$ cat src/core/dcr_pkg.sv
// constants, field layouts and carriers for the regulator configuration bank
package dcr_pkg;

   // ------------------------------------------------------------------
   // register byte addresses
   // ------------------------------------------------------------------
   localparam logic [11:0] ADDR_MODE_CTRL   = 12'h044;
   localparam logic [11:0] ADDR_MODE_STATUS = 12'h048;
   localparam logic [11:0] ADDR_MISC        = 12'h04c;
   localparam logic [11:0] ADDR_ZDET        = 12'h050;
   localparam logic [11:0] ADDR_CLIM        = 12'h054;

   // ------------------------------------------------------------------
   // reset values and writable-bit masks
   // ------------------------------------------------------------------
   localparam logic [31:0] RST_MODE_CTRL = 32'h0000_0030;
   localparam logic [31:0] RST_MISC      = 32'h3330_7700;
   localparam logic [31:0] RST_ZDET      = 32'h0000_0130;
   localparam logic [31:0] RST_CLIM      = 32'h0000_0100;
   localparam logic [31:0] MSK_MODE_CTRL = 32'h0000_0033;
   localparam logic [31:0] MSK_MISC      = 32'h377f_ff01;
   localparam logic [31:0] MSK_ZDET      = 32'h0000_0370;
   localparam logic [31:0] MSK_CLIM      = 32'h0000_2300;

   // ------------------------------------------------------------------
   // bus answers
   // ------------------------------------------------------------------
   localparam logic [1:0] RESP_OKAY   = 2'h0;
   localparam logic [1:0] RESP_DECERR = 2'h3;

   // regulator operating modes as held in the mode field
   typedef enum logic [1:0] {
      DCR_MODE_BYPASS = 2'h0,
      DCR_MODE_QUIET  = 2'h1,
      DCR_MODE_ECON   = 2'h2,
      DCR_MODE_OFF    = 2'h3
   } dcr_mode_t;

   typedef struct packed {
      logic [25:0] rsv_hi;
      logic        hibernate_mode_keep;
      logic        mid_sleep_mode_override;
      logic [1:0]  rsv_lo;
      dcr_mode_t   regulator_mode_sel;
   } dcr_mode_ctrl_t;

   typedef struct packed {
      logic [1:0] rsv31;
      logic [1:0] economy_comparator_bias;
      logic       rsv27;
      logic [2:0] quiet_current_limit_level;
      logic       rsv23;
      logic [2:0] economy_current_limit_level;
      logic [3:0] bypass_current_limit_level;
      logic [3:0] low_side_switch_count;
      logic [3:0] high_side_switch_count;
      logic [6:0] rsv7;
      logic       force_continuous_conduction;
   } dcr_misc_t;

   typedef struct packed {
      logic [21:0] rsv31;
      logic [1:0]  zero_detect_blanking_delay;
      logic        rsv7;
      logic [2:0]  reverse_current_threshold;
      logic [3:0]  rsv3;
   } dcr_zdet_t;

   typedef struct packed {
      logic [17:0] rsv31;
      logic        bypass_limit_enable;
      logic [2:0]  rsv12;
      logic [1:0]  limiter_blanking_delay;
      logic [7:0]  rsv7;
   } dcr_clim_t;

endpackage

$ cat src/core/dcr_regs.sv
// regulator configuration bank with an AXI4-Lite slave port
//
// Local design decision: register access over AXI4-Lite.
`timescale 1ns/1ps
`default_nettype none

module dcr_regs
   import dcr_pkg::*;
#(
   parameter int SWITCH_SLOTS = 16
) (
   // clock and reset
   input  wire logic        aclk,
   input  wire logic        aresetn,
   // extra reset causes, synchronous one-cycle requests
   input  wire logic        por_reset_req,
   input  wire logic        pin_reset_req,
   input  wire logic        bod_reset_req,
   // sleep state of the chip
   input  wire logic        mid_sleep_active,
   input  wire logic        hibernate_active,
   // axi4-lite write address and data
   input  wire logic        s_axi_awvalid,
   output logic             s_axi_awready,
   input  wire logic [11:0] s_axi_awaddr,
   input  wire logic [2:0]  s_axi_awprot,
   input  wire logic        s_axi_wvalid,
   output logic             s_axi_wready,
   input  wire logic [31:0] s_axi_wdata,
   input  wire logic [3:0]  s_axi_wstrb,
   // axi4-lite write response
   output logic             s_axi_bvalid,
   input  wire logic        s_axi_bready,
   output logic [1:0]       s_axi_bresp,
   // axi4-lite read
   input  wire logic        s_axi_arvalid,
   output logic             s_axi_arready,
   input  wire logic [11:0] s_axi_araddr,
   input  wire logic [2:0]  s_axi_arprot,
   output logic             s_axi_rvalid,
   input  wire logic        s_axi_rready,
   output logic [31:0]      s_axi_rdata,
   output logic [1:0]       s_axi_rresp,
   // controls to the analog regulator
   output dcr_mode_t        active_mode,
   output logic [1:0]       economy_comparator_bias,
   output logic [2:0]       quiet_current_limit_level,
   output logic [2:0]       economy_current_limit_level,
   output logic [3:0]       bypass_current_limit_level,
   output logic             bypass_limit_active,
   output logic [SWITCH_SLOTS-1:0] low_side_switch_en,
   output logic [SWITCH_SLOTS-1:0] high_side_switch_en,
   output logic             continuous_conduction,
   output logic             zero_crossing_detect,
   output logic             reverse_limit_active,
   output logic [2:0]       reverse_current_threshold,
   output logic [1:0]       zero_detect_blanking_delay,
   output logic [1:0]       limiter_blanking_delay
);

   // ------------------------------------------------------------------
   // elaboration check
   // ------------------------------------------------------------------
   // the switch count fields are four bits wide, so exactly sixteen slots
   if (SWITCH_SLOTS != 16) begin : g_bad_slots
      $error("dcr_regs: SWITCH_SLOTS must be 16");
   end

   // ------------------------------------------------------------------
   // declarations
   // ------------------------------------------------------------------
   logic [31:0]     mode_ctrl_ff;
   logic [31:0]     misc_ff;
   logic [31:0]     zdet_ff;
   logic [31:0]     clim_ff;
   logic            aw_held_ff;
   logic [11:0]     awaddr_ff;
   logic            w_held_ff;
   logic [31:0]     wdata_ff;
   logic [3:0]      wstrb_ff;
   logic            bvalid_ff;
   logic [1:0]      bresp_ff;
   logic            rvalid_ff;
   logic [31:0]     rdata_ff;
   logic [1:0]      rresp_ff;
   logic            field_rst;
   logic            do_write;
   logic [31:0]     lane_mask;
   logic            wr_hit;
   logic [31:0]     rd_word;
   logic            rd_hit;
   dcr_mode_ctrl_t  mode_ctrl;
   dcr_misc_t       misc;
   dcr_zdet_t       zdet;
   dcr_clim_t       clim;
   dcr_mode_t       nxt_active_mode;
   dcr_mode_t       active_mode_ff;
   logic            ccm_ff;
   logic            zcd_ff;
   logic            rlim_ff;
   logic            byp_ff;
   logic [SWITCH_SLOTS-1:0] low_en_ff;
   logic [SWITCH_SLOTS-1:0] high_en_ff;

   assign mode_ctrl = dcr_mode_ctrl_t'(mode_ctrl_ff);
   assign misc      = dcr_misc_t'(misc_ff);
   assign zdet      = dcr_zdet_t'(zdet_ff);
   assign clim      = dcr_clim_t'(clim_ff);

   // every reset cause puts the fields back to their reset values
   assign field_rst = !aresetn || por_reset_req || pin_reset_req || bod_reset_req;

   // ------------------------------------------------------------------
   // write channel
   // ------------------------------------------------------------------
   // address and data are taken independently and held until both exist
   assign s_axi_awready = !aw_held_ff && !bvalid_ff;
   assign s_axi_wready  = !w_held_ff && !bvalid_ff;
   assign do_write      = aw_held_ff && w_held_ff && !bvalid_ff;

   always_ff @(posedge aclk) begin
      if (!aresetn) begin
         aw_held_ff <= 1'b0;
         awaddr_ff  <= 12'h000;
      end else if (s_axi_awvalid && s_axi_awready) begin
         aw_held_ff <= 1'b1;
         awaddr_ff  <= s_axi_awaddr;
      end else if (do_write) begin
         aw_held_ff <= 1'b0;
      end
   end

   always_ff @(posedge aclk) begin
      if (!aresetn) begin
         w_held_ff <= 1'b0;
         wdata_ff  <= 32'h0000_0000;
         wstrb_ff  <= 4'h0;
      end else if (s_axi_wvalid && s_axi_wready) begin
         w_held_ff <= 1'b1;
         wdata_ff  <= s_axi_wdata;
         wstrb_ff  <= s_axi_wstrb;
      end else if (do_write) begin
         w_held_ff <= 1'b0;
      end
   end

   // byte strobes widen to a bit mask
   assign lane_mask = {{8{wstrb_ff[3]}}, {8{wstrb_ff[2]}}, {8{wstrb_ff[1]}}, {8{wstrb_ff[0]}}};

   // decode of the held write address; the low two bits are ignored
   always_comb begin
      unique case ({awaddr_ff[11:2], 2'b00})
         ADDR_MODE_CTRL, ADDR_MODE_STATUS, ADDR_MISC, ADDR_ZDET, ADDR_CLIM: wr_hit = 1'b1;
         default: wr_hit = 1'b0;
      endcase
   end

   // response: okay for mapped words, decode error otherwise
   always_ff @(posedge aclk) begin
      if (!aresetn) begin
         bvalid_ff <= 1'b0;
         bresp_ff  <= RESP_OKAY;
      end else if (do_write) begin
         bvalid_ff <= 1'b1;
         bresp_ff  <= wr_hit ? RESP_OKAY : RESP_DECERR;
      end else if (s_axi_bready) begin
         bvalid_ff <= 1'b0;
      end
   end

   assign s_axi_bvalid = bvalid_ff;
   assign s_axi_bresp  = bresp_ff;

   // ------------------------------------------------------------------
   // register storage
   // ------------------------------------------------------------------
   // reserved bits never store, so they always read back as zero
   always_ff @(posedge aclk) begin
      if (field_rst) begin
         mode_ctrl_ff <= RST_MODE_CTRL;
      end else if (do_write && {awaddr_ff[11:2], 2'b00} == ADDR_MODE_CTRL) begin
         mode_ctrl_ff <= ((mode_ctrl_ff & ~lane_mask) | (wdata_ff & lane_mask)) & MSK_MODE_CTRL;
      end
   end

   always_ff @(posedge aclk) begin
      if (field_rst) begin
         misc_ff <= RST_MISC;
      end else if (do_write && {awaddr_ff[11:2], 2'b00} == ADDR_MISC) begin
         misc_ff <= ((misc_ff & ~lane_mask) | (wdata_ff & lane_mask)) & MSK_MISC;
      end
   end

   always_ff @(posedge aclk) begin
      if (field_rst) begin
         zdet_ff <= RST_ZDET;
      end else if (do_write && {awaddr_ff[11:2], 2'b00} == ADDR_ZDET) begin
         zdet_ff <= ((zdet_ff & ~lane_mask) | (wdata_ff & lane_mask)) & MSK_ZDET;
      end
   end

   always_ff @(posedge aclk) begin
      if (field_rst) begin
         clim_ff <= RST_CLIM;
      end else if (do_write && {awaddr_ff[11:2], 2'b00} == ADDR_CLIM) begin
         clim_ff <= ((clim_ff & ~lane_mask) | (wdata_ff & lane_mask)) & MSK_CLIM;
      end
   end

   // ------------------------------------------------------------------
   // read channel
   // ------------------------------------------------------------------
   assign s_axi_arready = !rvalid_ff;

   // status word shows the mode the regulator is really running in
   always_comb begin
      rd_hit  = 1'b1;
      unique case ({s_axi_araddr[11:2], 2'b00})
         ADDR_MODE_CTRL:   rd_word = mode_ctrl_ff;
         ADDR_MODE_STATUS: rd_word = {30'h0000_0000, active_mode_ff};
         ADDR_MISC:        rd_word = misc_ff;
         ADDR_ZDET:        rd_word = zdet_ff;
         ADDR_CLIM:        rd_word = clim_ff;
         default: begin
            rd_word = 32'h0000_0000;
            rd_hit  = 1'b0;
         end
      endcase
   end

   always_ff @(posedge aclk) begin
      if (!aresetn) begin
         rvalid_ff <= 1'b0;
         rdata_ff  <= 32'h0000_0000;
         rresp_ff  <= RESP_OKAY;
      end else if (s_axi_arvalid && s_axi_arready) begin
         rvalid_ff <= 1'b1;
         rdata_ff  <= rd_word;
         rresp_ff  <= rd_hit ? RESP_OKAY : RESP_DECERR;
      end else if (s_axi_rready) begin
         rvalid_ff <= 1'b0;
      end
   end

   assign s_axi_rvalid = rvalid_ff;
   assign s_axi_rdata  = rdata_ff;
   assign s_axi_rresp  = rresp_ff;

   // ------------------------------------------------------------------
   // operating mode selection
   // ------------------------------------------------------------------
   // a set override bit forces economy in its sleep state, the mid sleep bit only outside hibernate; the off case
   // relies on software clearing the overrides
   always_comb begin
      nxt_active_mode = mode_ctrl.regulator_mode_sel;
      if (hibernate_active && mode_ctrl.hibernate_mode_keep) begin
         nxt_active_mode = DCR_MODE_ECON;
      end else if (!hibernate_active && mid_sleep_active && mode_ctrl.mid_sleep_mode_override) begin
         nxt_active_mode = DCR_MODE_ECON;
      end
   end

   always_ff @(posedge aclk) begin
      if (field_rst) begin
         active_mode_ff <= DCR_MODE_BYPASS;
      end else begin
         active_mode_ff <= nxt_active_mode;
      end
   end

   // ------------------------------------------------------------------
   // zero detector and current limit controls
   // ------------------------------------------------------------------
   // economy mode overrides the force bit: the detector only watches crossings
   always_ff @(posedge aclk) begin
      if (field_rst) begin
         ccm_ff  <= 1'b0;
         zcd_ff  <= 1'b0;
         rlim_ff <= 1'b0;
         byp_ff  <= 1'b0;
      end else begin
         ccm_ff  <= nxt_active_mode == DCR_MODE_QUIET && misc.force_continuous_conduction;
         zcd_ff  <= nxt_active_mode == DCR_MODE_ECON || (nxt_active_mode == DCR_MODE_QUIET
                    && misc.force_continuous_conduction);
         rlim_ff <= nxt_active_mode == DCR_MODE_QUIET && !misc.force_continuous_conduction;
         byp_ff  <= nxt_active_mode == DCR_MODE_BYPASS && clim.bypass_limit_enable;
      end
   end

   // ------------------------------------------------------------------
   // power switch enables
   // ------------------------------------------------------------------
   // thermometer code: slot i is on when the count field is at least i
   for (genvar i = 0; i < SWITCH_SLOTS; i++) begin : g_switch
      always_ff @(posedge aclk) begin
         if (field_rst) begin
            low_en_ff[i]  <= 1'b0;
            high_en_ff[i] <= 1'b0;
         end else begin
            low_en_ff[i]  <= 32'(i) <= 32'(misc.low_side_switch_count);
            high_en_ff[i] <= 32'(i) <= 32'(misc.high_side_switch_count);
         end
      end
   end

   // ------------------------------------------------------------------
   // outputs to the regulator
   // ------------------------------------------------------------------
   assign active_mode                 = active_mode_ff;
   assign economy_comparator_bias     = misc.economy_comparator_bias;
   assign quiet_current_limit_level   = misc.quiet_current_limit_level;
   assign economy_current_limit_level = misc.economy_current_limit_level;
   assign bypass_current_limit_level  = misc.bypass_current_limit_level;
   assign bypass_limit_active         = byp_ff;
   assign low_side_switch_en          = low_en_ff;
   assign high_side_switch_en         = high_en_ff;
   assign continuous_conduction       = ccm_ff;
   assign zero_crossing_detect        = zcd_ff;
   assign reverse_limit_active        = rlim_ff;
   assign reverse_current_threshold   = zdet.reverse_current_threshold;
   assign zero_detect_blanking_delay  = zdet.zero_detect_blanking_delay;
   assign limiter_blanking_delay      = clim.limiter_blanking_delay;

   // ------------------------------------------------------------------
   // assertions
   // ------------------------------------------------------------------
   a_mode_reset_bypass: assert property (@(posedge aclk)
      $past(field_rst) |-> mode_ctrl.regulator_mode_sel == DCR_MODE_BYPASS
         && active_mode_ff == DCR_MODE_BYPASS)
      else $error("mode not bypass after reset");

   a_hibernate_econ: assert property (@(posedge aclk) disable iff (field_rst)
      hibernate_active && mode_ctrl.hibernate_mode_keep |=> active_mode_ff == DCR_MODE_ECON)
      else $error("hibernate override not economy");

   a_mid_sleep_follow: assert property (@(posedge aclk) disable iff (field_rst)
      mid_sleep_active && !hibernate_active && !mode_ctrl.mid_sleep_mode_override
         ##1 !field_rst |-> active_mode_ff == $past(mode_ctrl.regulator_mode_sel))
      else $error("mid sleep mode does not follow mode field");

   a_fields_reset: assert property (@(posedge aclk)
      (por_reset_req || bod_reset_req || pin_reset_req) |=> misc_ff == RST_MISC
         && zdet_ff == RST_ZDET && clim_ff == RST_CLIM && mode_ctrl_ff == RST_MODE_CTRL)
      else $error("fields not restored by reset cause");

   a_bias_field: assert property (@(posedge aclk) disable iff (field_rst)
      do_write && awaddr_ff == ADDR_MISC && wstrb_ff[3]
         |=> economy_comparator_bias == $past(wdata_ff[29:28]))
      else $error("comparator bias not written");

   a_bypass_gate: assert property (@(posedge aclk) disable iff (field_rst)
      !clim.bypass_limit_enable |=> !bypass_limit_active)
      else $error("bypass limit active without enable");

   a_switch_count: assert property (@(posedge aclk) disable iff (field_rst)
      ##1 !field_rst |-> $countones(low_side_switch_en)
         == 32'($past(misc.low_side_switch_count)) + 1)
      else $error("low side switch count wrong");

   a_high_count: assert property (@(posedge aclk) disable iff (field_rst)
      ##1 !field_rst |-> high_side_switch_en[$past(misc.high_side_switch_count)]
         && (high_side_switch_en >> $past(misc.high_side_switch_count)) == 16'h0001)
      else $error("high side switch count wrong");

   a_econ_zero_cross: assert property (@(posedge aclk) disable iff (field_rst)
      active_mode_ff == DCR_MODE_ECON |-> zero_crossing_detect && !continuous_conduction
         && !reverse_limit_active)
      else $error("economy mode not zero crossing");

   a_quiet_force: assert property (@(posedge aclk) disable iff (field_rst)
      active_mode_ff == DCR_MODE_QUIET && $past(misc.force_continuous_conduction)
         |-> continuous_conduction && !reverse_limit_active)
      else $error("forced conduction not applied");

   a_write_answer: assert property (@(posedge aclk) disable iff (!aresetn)
      do_write |=> s_axi_bvalid ##1 s_axi_bvalid == !$past(s_axi_bready))
      else $error("write answer not raised");

endmodule

`default_nettype wire

$ cat config.mk
export PLATFORM = sky130hd
export DESIGN_NAME = dcr_regs
export DESIGN_NICKNAME = d
export VERILOG_FILES = /design/src/core/dcr_pkg.sv /design/src/core/dcr_regs.sv
export SDC_FILE = /design/constraint.sdc
export NUM_CORES = 1
export LEC_CHECK = 0
export BUFFER_PORTS_ARGS = -buffer_cell sky130_fd_sc_hd__buf_2
export CAP_MARGIN = 5
export CORE_MARGIN = 5
export CORE_UTILIZATION = 56
export CTS_BUF_LIST = sky130_fd_sc_hd__clkbuf_2 sky130_fd_sc_hd__clkbuf_4 sky130_fd_sc_hd__clkbuf_8
export DETAILED_ROUTE_END_ITERATION = 6
export PLACE_DENSITY_LB_ADDON = 0.25
export SETUP_SLACK_MARGIN = 0.5
export SLEW_MARGIN = 10
export SYNTH_ARGS = -nofsm -noshare
export SYNTH_HDL_FRONTEND = slang
export SYNTH_SLANG_ARGS = --single-unit
$ cat constraint.sdc
create_clock -name aclk -period 2.8 [get_ports aclk]
set_input_delay 0.42 -clock aclk [delete_from_list [all_inputs] [get_ports aclk]]
set_output_delay 0.42 -clock aclk [all_outputs]
set_load 0.01 [all_outputs]
==> run metrics <==
top cell type's share of synthesized area=52.2%; Setup TNS=0 ps; post-route ant nets=0; DRT met1 WL=5.22 mm; worst path buffer plus inverter count=0; endpoints failing setup=0; GPL Wtd Cong=0.867; fraction of layout cells with a size suffix above 1=27.9%; ANT cells=0; CTS sink cnt=140; hold path depth=2; first-pass GRT wire length=20.0 mm; Main synth FF type=dfxtp_1; synthesized area per cell=8.80 um^2; DRT Pass-1 Iters=5; PwrDens=603 nW/um^2; Iter 0 DRT Violations=180; H-tree levels=4; number of synthesized flops with an enable pin=0; CP Data Required Time=3090 ps; CTS tree=yes; CP Capture Type=flop; core area=9280 um^2; count of final hold-check violations=0; wire length per cell=13.9 um; vias per cell=5.15; CP top delay family=simple AND/OR/NAND/NOR gates; worst path cell trace=nor4_4 -> nand4_1 -> nor3_1 -> a21oi_1; Die Wd=108 um; Rows=35; Die Height=108 um; CP arrival=2210 ps; initial antenna violation count=0; worst-path fanout max=14; Max stage delay cell, worst path=nand4_1; synth unique cells=45; Max Cap Viol=0; Critical Path Start Type=flop; Seq cells post-synth=140; ys async rst share=0%; cell with the most instances after synthesis=dfxtp_1; Lkg Pwr=2.73 nW; hold buffers post-CTS=0; routed wl met3=888 um; Clock Latency Late Sink=420 ps; dpl hpwl=8.67 mm; min Tclk post-route=1930 ps; CP max stage delay=550 ps; Worst slew margin=63.0%; clock tree buffer depth=2; met2 WL=5.88 mm; Synth-to-Final Area Change=19.1%; Achievable Freq=0.519 GHz; hold_sp=s_axi_arvalid; WHS Endpoint=s_axi_rvalid; HP Class=primary input to flop; Starting Density=57.8%; top cells by count, synth=dfxtp_1 (140), nand2_1 (114), nor2_1 (46); uppermost layer routed=met4; Root Driver=clkbuf_8; drt drc=0; final std cells w/o fill=872; r2r startpoint=awaddr_ff[9]; Nets=808; post-layout util=68.8%; Mapped Area=5370 um^2; top cells by area, synth=dfxtp_1 (52%), nand2_1 (8.0%), a21boi_0 (5.6%), buf_4 (3.5%), nor2_1 (3.2%); Final Skew=9.85 ps; via count=4491; outcome=finished clean; total CTS buffers=17; I/O pin count=176; Mapped Cells=610; post-synthesis sequential area ratio=52.2%; number of global-route vias before repair=4214; Slew Viols, Final=0; FF-to-FF setup slack=870 ps; unrepaired setup endpoints after global routing=no; Placed Cells=836; WL final=12.1 mm; Port Buffers=151; Yosys warnings=0; Worst Reg2Reg Path Length in Cells=4; top cell type by total area after synthesis=dfxtp_1; global route overflow=0; largest net degree at the start of global routing=65; period utilization=68.8%; gr usage total=21.2%; Worst VDD drop=367 uV; worst-margin pin slew=556 ps; crit path kind=flop to flop; CTS clk-pin slew, worst paths=80 ps; DIE AREA=11600 um^2
[area by class of cell]
type | count | area (um^2)
Timing Repair Buffer | 161 | 831
Clock inverter | 14 | 138
Sequential cell | 140 | 2800
Inverter | 10 | 37.5
Clock buffer | 18 | 241
Tap cell | 129 | 161
Fill cell | 776 | 2890
Multi-Input combinational cell | 400 | 2180
[worst max-delay path by stage]
stage	slack, ps	endpoint	start	cells after the start
after floorplan	1050	s_axi_rdata[22]	s_axi_araddr[7]	5
after global placement	690	reverse_limit_active	por_reset_req	6
after detailed placement	650	reverse_limit_active	por_reset_req	6
after CTS	730	flop	awaddr_ff[9]	4
after global routing	650	flop	awaddr_ff[9]	4
final	870	flop	awaddr_ff[9]	4
[repair_timing]
action / in CTS / in global routing
gates resized for setup: 0 / 0
setup endpoints to repair: 0 / 2
buffers inserted: 0 / 4
[worst register-to-register path, stage by stage (launching register included)]
cell and delay, ps:
dfxtp_1 340, nor4_4 520, nand4_1 550, nor3_1 320
a21oi_1 60
[cells by family (layout without fill, tap and decap cells)]
| family | Yosys count | in the layout | share of synthesized area (%) |
|---|---|---|---|
| buffers and inverters | 76 | 203 | 7.60 |
| multiplexers | 3 | 3 | 0.629 |
| other | 1 | 7 | 0.0699 |
| flip-flops | 140 | 140 | 52.2 |
| AND/OR/NAND/NOR | 259 | 259 | 23.6 |
| AO/OA/AOI/OAI | 131 | 131 | 15.9 |
[stage by stage]
stage / hold WS [ps] / setup WS [ps] / power, mW / area, um^2
floorplan: 436 / 1050 / 2.29 / 5390
global placement: 432 / 689 / 2.37 / 5980
detailed placement: 438 / 654 / 2.38 / 5980
CTS: 218 / 729 / 3.89 / 6360
global route: 227 / 648 / 4.03 / 6390
finish: 241 / 872 / 3.85 / 6390
[where the power goes]
group | internal (mW) | switching [mW] | leakage [nW]
registers | 2.04 | 0.0356 | 1.14
clock network | 0.728 | 0.794 | 0.170
logic | 0.106 | 0.150 | 1.42
total | 2.87 | 0.980 | 2.73
[metal layers]
metal,global-route usage [%],up-vias
met5,0,-
met4,6.67,0
met2,35.4,154
met1,26.6,2033
li1,-,2290
met3,5.70,14
[cells in the final DEF, fill, tap and decap left out, drive strengths merged, types with 18 or more instances in the layout]
cell type	instances
buf	161
dfxtp	140
nand2	114
nor2	46
a21boi	40
a21oi	33
nor3	28
o21ai	23
a22oi	22
nor2b	21
clkbuf	18
Power figures use the tool's default switching activity.
